### src/srw_map.svh
// Constant map and functional notes for the supervisor block
// Functional notes
// Temporary-shutdown bit written over the serial port powers the regulator down.
// Regulator stays off until the supply brownout reset releases.
// Over-temperature powers down; cooling powers up again and issues a reset.
// Rising past the warning threshold sets the diagnostic warning flag.
// An option bit enables or disables temperature monitoring.
// Supply brownout reset is master; regulator and transceiver off while asserted.
// Brownout in standby or sleep clears mode and diagnostics; recovery enters normal.
// Brownout cancels low slew; recovery returns normal mode with normal slew.
// Reset pin is driven only by output-undervoltage reset and the watchdog.
// Undervoltage reset releases after output stays good longer than hold time; the code counts the hold time only in normal mode.
// Undervoltage reset asserts after output stays low longer than filter time.
// Undervoltage reset clears watchdog, TX time-out, test and port logic, not controls.
// A two-bit factory field selects the undervoltage threshold level.
// Microcontroller sends one trigger in each service window when enabled.
// Missing or early trigger drives reset low for the reset hold time.
// Watchdog starts after reset pin goes high; off while output is undervoltage.
// Factory bit enables the watchdog; three-bit field selects window timing.
// TX low runs a dominant time-out; expiry releases the bus recessive.
// Normal mode after power-up relays TX to the bus.
// Reduced slew option applies only in normal mode.
// Standby disables both watchdogs, keeps wake-up and temperature monitor.
// During standby the microcontroller holds enable low and TX high.
// Service window is 100 to 200 ms after the previous trigger.
// Closed window is the first 100 ms after the previous trigger.
// Reset hold time selectable as 4, 16 or 32 ms besides the default.
// TX dominant time-out is typically one second.
// Closed window restarts at each accepted trigger and after each reset release.
`ifndef SRW_MAP_SVH
`define SRW_MAP_SVH
`define SRW_CLK_KHZ        25000
`define SRW_TCL_MS         100
`define SRW_TSV_END_MS     200
`define SRW_RES_DEF_MS     8
`define SRW_RES_OPT1_MS    4
`define SRW_RES_OPT2_MS    16
`define SRW_RES_OPT3_MS    32
`define SRW_TXTO_MS        1000
`define SRW_FILT_US        4
`define SRW_FILT_CYC       ((`SRW_FILT_US * `SRW_CLK_KHZ + 999) / 1000)
`define SRW_WIN_SCALE_BITS 3
`endif

### src/srw_pkg.sv
// Types for the supervisor block
package srw_pkg;
   typedef enum logic [1:0]
   {
      srw_mode_normal  = 2'b00,
      srw_mode_standby = 2'b01,
      srw_mode_tempsd  = 2'b11,
      srw_mode_thermal = 2'b10
   } srw_mode_type;

   typedef struct packed
   {
      logic       wdog_enable;
      logic [2:0] wdog_window_sel;
      logic [1:0] reset_hold_sel;
      logic [1:0] uv_threshold_sel;
      logic       temp_mon_enable;
   } srw_otp_type;

   typedef struct packed
   {
      logic tempsd_set;
      logic low_slew_set;
      logic standby_req;
      logic wake_req;
      logic wdog_trigger;
   } srw_cmd_type;
endpackage : srw_pkg

### src/srw_supervisor.sv
// Supervisor: resets, window watchdog, TX time-out, temperature and modes
`timescale 1ns/1ps
`default_nettype none
`include "srw_map.svh"
module srw_supervisor
   import srw_pkg::*;
#(
   parameter int CLK_KHZ  = `SRW_CLK_KHZ,
   parameter int TCL_CYC  = `SRW_TCL_MS * CLK_KHZ,
   parameter int TSV_CYC  = `SRW_TSV_END_MS * CLK_KHZ,
   parameter int RES_CYC  = `SRW_RES_DEF_MS * CLK_KHZ,
   parameter int RES1_CYC = `SRW_RES_OPT1_MS * CLK_KHZ,
   parameter int RES2_CYC = `SRW_RES_OPT2_MS * CLK_KHZ,
   parameter int RES3_CYC = `SRW_RES_OPT3_MS * CLK_KHZ,
   parameter int TXTO_CYC = `SRW_TXTO_MS * CLK_KHZ,
   parameter int FILT_CYC = `SRW_FILT_CYC
)
(
   // Clock and synchronous reset (the supply brownout reset is a separate input, synchronised here)
   input  wire logic        clk,
   input  wire logic        rst,
   // Analog comparators, asynchronous
   input  wire logic        supply_brownout_reset_n,
   input  wire logic        vcc_above_release,
   input  wire logic        vcc_below_assert,
   input  wire logic        temp_shutdown_hot,
   input  wire logic        temp_returned,
   input  wire logic        temp_warning_hot,
   input  wire logic        lin_wake,
   input  wire logic        tx_pin,
   // Factory options and decoded serial port commands
   input  wire srw_otp_type otp,
   input  wire srw_cmd_type cmd,
   input  wire logic        diag_clear,
   // Outputs
   output logic             regulator_on,
   output logic             transceiver_on,
   output logic             lin_tx_dominant,
   output logic             low_slew_active,
   output logic             reset_pin_low,
   output logic             uv_reset_n,
   output logic [1:0]       uv_threshold,
   output logic             temp_warning_flag,
   output srw_mode_type     mode
);
   typedef struct packed
   {
      logic [1:0]   bor_sync;
      logic [1:0]   above_sync;
      logic [1:0]   below_sync;
      logic [1:0]   hot_sync;
      logic [1:0]   ret_sync;
      logic [1:0]   warn_sync;
      logic [1:0]   wake_sync;
      logic [1:0]   tx_sync;
      srw_mode_type mode;
      logic         bor_seen;
      logic         uv_n;
      logic         low_slew;
      logic         warn_flag;
      logic         wd_reset;
      logic         wd_running;
      logic         tx_block;
      logic         reset_out_prev;
      logic         rst_release_pend;
   } srw_state_type;

   srw_state_type state;
   srw_state_type next_state;

   // Resolved synchronised levels
   logic bor_ok;
   logic vcc_good;
   logic vcc_bad;
   logic hot;
   logic cooled;
   logic tx_low;
   logic wd_active;
   logic wd_clear;
   logic rel_hit;
   logic filt_hit;
   logic tcl_hit;
   logic tsv_hit;
   logic wdres_hit;
   logic txto_hit;
   logic [31:0] hold_limit;
   logic [31:0] win_scale_tcl;
   logic [31:0] win_scale_tsv;

   assign bor_ok   = state.bor_sync[1];
   assign vcc_good = state.above_sync[1];
   assign vcc_bad  = state.below_sync[1];
   // option bit gates the monitor
   assign hot      = state.hot_sync[1] && otp.temp_mon_enable;
   assign cooled   = state.ret_sync[1];
   assign tx_low   = !state.tx_sync[1];

   // Window scale: select code stretches both windows by quarters, code 0 is the base
   function automatic logic [31:0] srw_scale(input int base, input logic [2:0] sel);
      logic [35:0] product;
      product = 36'(base) * 36'({1'b0, sel} + 4'h4);
      return 32'(product >> (`SRW_WIN_SCALE_BITS - 1));
   endfunction : srw_scale

   // reset hold selection
   always_comb
   begin
      case (otp.reset_hold_sel)
         2'h1:    hold_limit = 32'(RES1_CYC);
         2'h2:    hold_limit = 32'(RES2_CYC);
         2'h3:    hold_limit = 32'(RES3_CYC);
         default: hold_limit = 32'(RES_CYC);
      endcase
   end

   // factory window timing select
   assign win_scale_tcl = srw_scale(TCL_CYC, otp.wdog_window_sel);
   assign win_scale_tsv = srw_scale(TSV_CYC, otp.wdog_window_sel);

   // release filter for the undervoltage reset
   srw_counter u_release
   (
      .clk     (clk),
      .rst     (rst),
      .clear   (!vcc_good || state.uv_n),
      .run     (state.mode == srw_mode_normal),
      .limit   (hold_limit),
      .reached (rel_hit)
   );

   // assert filter for the undervoltage reset
   srw_counter u_filter
   (
      .clk     (clk),
      .rst     (rst),
      .clear   (!vcc_bad || !state.uv_n),
      .run     (1'b1),
      .limit   (32'(FILT_CYC)),
      .reached (filt_hit)
   );

   // watchdog only after reset pin high, and not in undervoltage
   // and only in normal mode with the factory enable
   assign wd_active = otp.wdog_enable && state.uv_n && !vcc_bad && !state.wd_reset
                      && state.mode == srw_mode_normal && state.wd_running;
   // timing restarts on accepted trigger and on reset release
   assign wd_clear  = !wd_active || (cmd.wdog_trigger && tcl_hit);

   srw_counter u_closed
   (
      .clk     (clk),
      .rst     (rst),
      .clear   (wd_clear),
      .run     (1'b1),
      .limit   (win_scale_tcl),
      .reached (tcl_hit)
   );

   srw_counter u_service
   (
      .clk     (clk),
      .rst     (rst),
      .clear   (wd_clear),
      .run     (1'b1),
      .limit   (win_scale_tsv),
      .reached (tsv_hit)
   );

   // watchdog reset held low for the hold time
   srw_counter u_wdres
   (
      .clk     (clk),
      .rst     (rst),
      .clear   (!state.wd_reset),
      .run     (1'b1),
      .limit   (hold_limit),
      .reached (wdres_hit)
   );

   // TX dominant time-out; R12 clears it with the undervoltage reset
   srw_counter u_txto
   (
      .clk     (clk),
      .rst     (rst),
      .clear   (!tx_low || !state.uv_n || state.mode != srw_mode_normal),
      .run     (1'b1),
      .limit   (32'(TXTO_CYC)),
      .reached (txto_hit)
   );

   always_comb
   begin
      next_state = state;
      next_state.bor_sync   = {state.bor_sync[0], supply_brownout_reset_n};
      next_state.above_sync = {state.above_sync[0], vcc_above_release};
      next_state.below_sync = {state.below_sync[0], vcc_below_assert};
      next_state.hot_sync   = {state.hot_sync[0], temp_shutdown_hot};
      next_state.ret_sync   = {state.ret_sync[0], temp_returned};
      next_state.warn_sync  = {state.warn_sync[0], temp_warning_hot};
      next_state.wake_sync  = {state.wake_sync[0], lin_wake};
      next_state.tx_sync    = {state.tx_sync[0], tx_pin};
      next_state.reset_out_prev = reset_pin_low;

      if (!bor_ok)
      begin
         // brownout overrides all; R7 clears mode and diagnostics
         // low slew cancelled
         next_state.mode      = srw_mode_normal;
         next_state.bor_seen  = 1'b0;
         next_state.uv_n      = 1'b0;
         next_state.low_slew  = 1'b0;
         next_state.warn_flag = 1'b0;
         next_state.wd_reset  = 1'b0;
         next_state.wd_running = 1'b0;
         next_state.tx_block  = 1'b0;
      end
      else
      begin
         // regulator may start only after brownout release
         next_state.bor_seen = 1'b1;

         // warning flag is sticky; set wins over clear
         if (state.warn_sync[1] && otp.temp_mon_enable)
            next_state.warn_flag = 1'b1;
         else if (diag_clear)
            next_state.warn_flag = 1'b0;

         // release after good output for hold time, counted in normal mode only
         if (rel_hit)
            next_state.uv_n = 1'b1;
         // assert after filtered undervoltage
         else if (filt_hit)
            next_state.uv_n = 1'b0;

         case (state.mode)
            srw_mode_normal:
            begin
               // over-temperature powers down
               if (hot)
                  next_state.mode = srw_mode_thermal;
               // temporary shutdown bit
               else if (cmd.tempsd_set)
                  next_state.mode = srw_mode_tempsd;
               else if (cmd.standby_req)
                  next_state.mode = srw_mode_standby;
               // low slew only as a normal-mode setting
               if (cmd.low_slew_set)
                  next_state.low_slew = 1'b1;
            end
            srw_mode_standby:
            begin
               if (hot)
                  next_state.mode = srw_mode_thermal;
               else if (cmd.tempsd_set)
                  next_state.mode = srw_mode_tempsd;
               else if (cmd.wake_req || state.wake_sync[1])
                  next_state.mode = srw_mode_normal;
            end
            srw_mode_tempsd:
            begin
               // Leave once the temporary shutdown bit clears; the outage makes the reset
               if (!cmd.tempsd_set)
                  next_state.mode = srw_mode_normal;
            end
            default:
            begin
               // cooled back, power up; the outage makes the reset
               if (cooled && !hot)
                  next_state.mode = srw_mode_normal;
            end
         endcase

         // Regulator off forces the undervoltage reset directly
         if (state.mode == srw_mode_tempsd || state.mode == srw_mode_thermal)
            next_state.uv_n = 1'b0;

         // undervoltage reset initialises watchdog and TX time-out
         if (!state.uv_n)
         begin
            next_state.wd_reset   = 1'b0;
            next_state.wd_running = 1'b0;
            next_state.tx_block   = 1'b0;
         end
         else
         begin
            // start after reset pin returned high
            if (!reset_pin_low && state.reset_out_prev)
               next_state.wd_running = 1'b1;
            // early or missing trigger
            if (wd_active && ((cmd.wdog_trigger && !tcl_hit) || tsv_hit))
               next_state.wd_reset = 1'b1;
            else if (state.wd_reset && wdres_hit)
            begin
               next_state.wd_reset   = 1'b0;
               next_state.wd_running = 1'b0;
            end
            // release the bus until TX returns high
            if (txto_hit)
               next_state.tx_block = 1'b1;
            else if (!tx_low)
               next_state.tx_block = 1'b0;
         end
      end
   end

   always_ff @(posedge clk)
   begin
      if (rst)
         state <= '0;
      else
         state <= next_state;
   end

   // reset pin only from undervoltage reset and watchdog
   assign reset_pin_low = !state.uv_n || state.wd_reset;
   assign uv_reset_n    = state.uv_n;
   // threshold selection passed to the comparator
   assign uv_threshold  = otp.uv_threshold_sel;
   assign regulator_on  = state.bor_seen && (state.mode == srw_mode_normal
                          || state.mode == srw_mode_standby);
   // normal mode relays TX
   assign transceiver_on  = state.bor_seen && state.mode == srw_mode_normal;
   assign lin_tx_dominant = transceiver_on && tx_low && !state.tx_block;
   assign low_slew_active = state.low_slew && state.mode == srw_mode_normal;
   assign temp_warning_flag = state.warn_flag;
   assign mode = state.mode;

   // reset pin never low while both sources are inactive
   reset_sources_a: assert property (@(posedge clk) disable iff (rst)
      (state.uv_n && !state.wd_reset) |-> !reset_pin_low)
      else $error("reset pin driven by other source");
   // no regulator while brownout held
   brownout_master_a: assert property (@(posedge clk) disable iff (rst)
      !state.bor_sync[1] |=> !regulator_on && !transceiver_on)
      else $error("regulator on under brownout");
   // low slew cleared by brownout
   slew_cancel_a: assert property (@(posedge clk) disable iff (rst)
      !state.bor_sync[1] |=> !state.low_slew)
      else $error("low slew survived brownout");
   // hot in normal leads to thermal mode
   thermal_entry_a: assert property (@(posedge clk) disable iff (rst)
      (bor_ok && hot && state.mode == srw_mode_normal) |=> mode == srw_mode_thermal)
      else $error("over-temperature ignored");
   // watchdog reset pulls the pin
   wd_reset_pin_a: assert property (@(posedge clk) disable iff (rst)
      state.wd_reset |-> reset_pin_low)
      else $error("watchdog reset not on pin");
   // watchdog idle outside normal
   standby_wd_off_a: assert property (@(posedge clk) disable iff (rst)
      (state.mode != srw_mode_normal) |-> !wd_active)
      else $error("watchdog active outside normal");
   // bus released after time-out
   tx_release_a: assert property (@(posedge clk) disable iff (rst)
      state.tx_block |-> !lin_tx_dominant)
      else $error("bus dominant after time-out");
   // undervoltage clears watchdog state
   uv_init_wd_a: assert property (@(posedge clk) disable iff (rst)
      (bor_ok && !state.uv_n) |=> !state.wd_running && !state.tx_block)
      else $error("watchdog not initialised");
   // trigger inside the closed window starts a watchdog reset
   early_trigger_a: assert property (@(posedge clk) disable iff (rst)
      (bor_ok && wd_active && cmd.wdog_trigger && !tcl_hit) |=> state.wd_reset)
      else $error("early trigger ignored");
endmodule : srw_supervisor
`default_nettype wire

### src/srw_counter.sv
// Cycle counter with clear and terminal flag
`timescale 1ns/1ps
`default_nettype none
module srw_counter
#(
   parameter int WIDTH = 32
)
(
   // Clock and reset
   input  wire logic             clk,
   input  wire logic             rst,
   // Control
   input  wire logic             clear,
   input  wire logic             run,
   input  wire logic [WIDTH-1:0] limit,
   // Status
   output logic                  reached
);
   typedef struct packed
   {
      logic [WIDTH-1:0] count;
      logic             hit;
   } srwc_state_type;

   srwc_state_type state;
   srwc_state_type next_state;

   always_comb
   begin
      next_state = state;
      if (clear || !run)
      begin
         next_state.count = '0;
         next_state.hit   = 1'b0;
      end
      else if (state.count >= limit)
         next_state.hit = 1'b1;
      else
         next_state.count = state.count + 1'b1;
   end

   always_ff @(posedge clk)
   begin
      if (rst)
         state <= '0;
      else
         state <= next_state;
   end

   assign reached = state.hit;
endmodule : srw_counter
`default_nettype wire

### config.mk
export PLATFORM = sky130hd
export DESIGN_NAME = srw_supervisor
export DESIGN_NICKNAME = d
export VERILOG_FILES = /design/src/srw_pkg.sv /design/src/srw_supervisor.sv /design/src/srw_counter.sv
export VERILOG_INCLUDE_DIRS = /design/src
export SDC_FILE = /design/constraint.sdc
export NUM_CORES = 1
export LEC_CHECK = 0
export BUFFER_PORTS_ARGS = -buffer_cell sky130_fd_sc_hd__buf_4
export CAP_MARGIN = 25
export CORE_MARGIN = 5
export CORE_UTILIZATION = 62
export DETAILED_ROUTE_END_ITERATION = 6
export PLACE_DENSITY = 0.8
export SYNTH_ARGS = -nofsm -noshare
export SYNTH_HDL_FRONTEND = slang
export SYNTH_SLANG_ARGS = --single-unit
### constraint.sdc
create_clock -name clk -period 9.03 [get_ports clk]
set_clock_uncertainty 0.1 [all_clocks]
set_input_delay 2.709 -clock clk [delete_from_list [all_inputs] [get_ports clk]]
set_output_delay 2.709 -clock clk [all_outputs]
set_load 0.05 [all_outputs]
==> qor.txt <==
DP Wirelength: 16.2 mm
final worst-path cycle share: 83.8%
Die Y: 145 um
Sw Share: 21.3%
Pre-antenna DRT Iters: 5
pin count of the biggest net entering global routing: 46
ys async rst share: 0%
drt drc: 0
DRT Wirelength: 23.3 mm
clock tree buffer depth: 3
Starting Density: 62.7%
Slew @ Worst Pin: 1.05 ns
Final Max Slew Viols: 0
leak pwr: 0.00481 uW
top cells by area, synth: dfxtp_1, ha_1, a21oi_1
Setup violations, final: 0
Final Hold Vio Count: 0
minimum clock period: 7.57 ns
max_slew headroom: 30.2%
depth of the CTS H-tree: 1
Yosys reg bits: 224
clk_lat worst skew: 0.52 ns
post-synth top area cell: dfxtp_1
setup_tns: 0 ns
NetSw: 470 uW
combinational share of power: 5.3%
dpl cell area: 11600 sq um
# fillers: 1413
Seq/Total Area, Yosys: 40.0%
top-area cell type share of the netlist area: 40.0%
initial antenna violation count: 0
Critical Path AT: 7.91 ns
Synth top cells by count: dfxtp_1, a21oi_1, ha_1, nand2_1, nor2_1
Synth Net Count: 1406
startpoint types: input port
grt ovf: 0
Die X: 145 um
synth warn: 0
clock power share: 49.6%
CTS sink count: 224
vias in the first global route: 8844
Port-buffer cells: 31
global-route wire length before repair: 39.9 mm
core area: 17900 sq um
Die Area: 20900 sq um
Power Internal: 1730 uW
ys flop type: dfxtp_1
CTS tree: built
CTS buffer count: 24
Clk Tree Root Cell: clkbuf_16
synthesis-to-finish area growth: 11.2%
Post-synth EDFFs: 0
GRT Util Overall: 22.4%
routed vias: 9248
Via density: 6.02
Post-CTS Setup Bufs: 0
layout cells sized above 1: 7.12%
Syn Area/Cell: 8.78 sq um
Crit Path Max Fanout: 17
Gate Count Post-Synth: 1277
# nets final: 1417
count of hold-fix buffers inserted at cts: 0
clock transition at the registers of the reported paths: 0.06 ns
status: finished, final reports clean
DRT antenna net count: 0
PwrDens: 177 nW/um^2
CP Capture Type: register
gpl congestion: 0.925
sequential power share: 45.1%
WS Path Type: in2reg
RSZ-0062 raised after global routing: no
maximum vdd ir drop: 0.191 mV
Max Cap Viol: 0
DR WL/cell: 15.2 um
Max Freq: 132 MHz
Hold Crit Class: reg2reg
Post-Layout Inst Area: 12500 sq um
# rows: 49
Distinct cells, synth: 62
Mapped Area: 11200 sq um
Top-Level Pins: 36
CTS resizes: 0
Worst Path Required: 9.37 ns
count leader, synth: dfxtp_1
n_diodes: 0
DR iter-0 viols: 377
[area by class of cell]
| cell class | instances | area (sq um) | share of cell area [%] |
|---|---|---|---|
| repair buffers | 36 | 270 | 2.17 |
| well taps | 229 | 287 | 2.30 |
| inverters | 62 | 233 | 1.87 |
| clock buffers | 28 | 657 | 5.27 |
| flip-flops and latches | 224 | 4480 | 36.0 |
| clock inverters | 16 | 243 | 1.95 |
| multi-input cells | 940 | 6300 | 50.5 |
[final timing paths]
path                      from            endpoint  slack [ns]  depth (start not counted)
max                     otp[7]  u_closed.state[13]        1.46                         19
min             next_state[16]           state[16]        0.33                          1
max reg2reg  u_closed.state[6]  u_closed.state[13]        5.79                          7
min reg2reg     next_state[16]           state[16]        0.33                          1
[stage by stage]
stage | worst slack [ns] | cells | hold WS, ns | total power (uW) | util [%]
6_report | 1.46 | 1535 | 0.333 | 2200 | 69.7
2_1_floorplan | 1.86 | 1277 | 0.314 | 1100 | -
3_3_place_gp | 1.22 | 1491 | 0.317 | 1130 | 64.6
5_1_grt | 0.960 | 1535 | 0.362 | 2280 | 69.7
4_1_cts | 1.51 | 1535 | 0.336 | 2220 | 69.7
3_5_place_dp | 0.992 | 1491 | 0.321 | 1130 | 64.6
[state kept, by name, summed over array words and instances, names as in the netlist, 2 cells and up]
name,flops
u_txto.state,32
u_service.state,32
u_filter.state,32
u_release.state,32
mode,2
u_closed.state,32
state,12
next_state,8
u_wdres.state,32
[cell families after synthesis]
group	synth area share [%]
adder cells (fa/ha/maj)	11.7
buffers and inverters	3.95
flip-flops	40.0
AND/OR/NAND/NOR	25.8
multiplexers	0.535
AO/OA/AOI/OAI	15.9
XOR/XNOR	2.11
[worst max-delay path, stage by stage]
cell	delay, ns
buf_4	0.14
inv_1	0.19
ha_1	0.30
inv_1	0.08
ha_1	0.27
inv_1	0.04
ha_1	0.32
nor2b_1	0.14
o21ai_0	0.24
a21oi_1	0.15
o311a_1	0.38
a2111oi_0	0.42
nor3_1	0.14
ha_1	0.29
nand4b_1	0.11
or4_1	0.67
o2111ai_1	0.89
o21ai_0	0.23
a21oi_1	0.17
[layout by cell type, fill, tap and decap left out, types with 7 or more instances in the layout]
cell	Yosys	final
o21ai_0	54	54
xor2_1	13	13
or4_1	42	42
nor4_1	25	24
or3_1	43	43
buf_4	4	36
clkbuf_16	0	25
dfxtp_1	224	224
and4_1	16	16
nand3_1	37	37
nor3_1	23	23
o31ai_1	36	36
a211oi_1	8	8
a31oi_1	10	10
xnor2_1	14	14
nor2b_1	24	24
o21a_1	17	17
a21oi_1	114	113
o2111ai_1	7	7
nand2_1	82	82
inv_1	62	62
nand4_1	28	28
and2_1	43	43
ha_1	102	102
and3_1	59	59
nor2_1	70	70
[power by group through the flow]
stage | Combinational, uW | Sequential, uW | Clock (uW)
6_report | 116 | 994 | 1090
3_3_place_gp | 111 | 1020 | 0
4_1_cts | 116 | 994 | 1110
3_5_place_dp | 115 | 1020 | 0
5_1_grt | 132 | 994 | 1160
2_1_floorplan | 83.1 | 1020 | 0
[routing by layer]
metal | part of all wire [%] | vias up | GRT usage (%)
met5 | 0 | - | 0
met4 | 2.2 | 0 | 6.63
met3 | 3.4 | 41 | 2.91
met2 | 48 | 161 | 39.5
met1 | 46 | 4319 | 28.5
li1 | - | 4727 | -
Power figures use the tool's default switching activity.
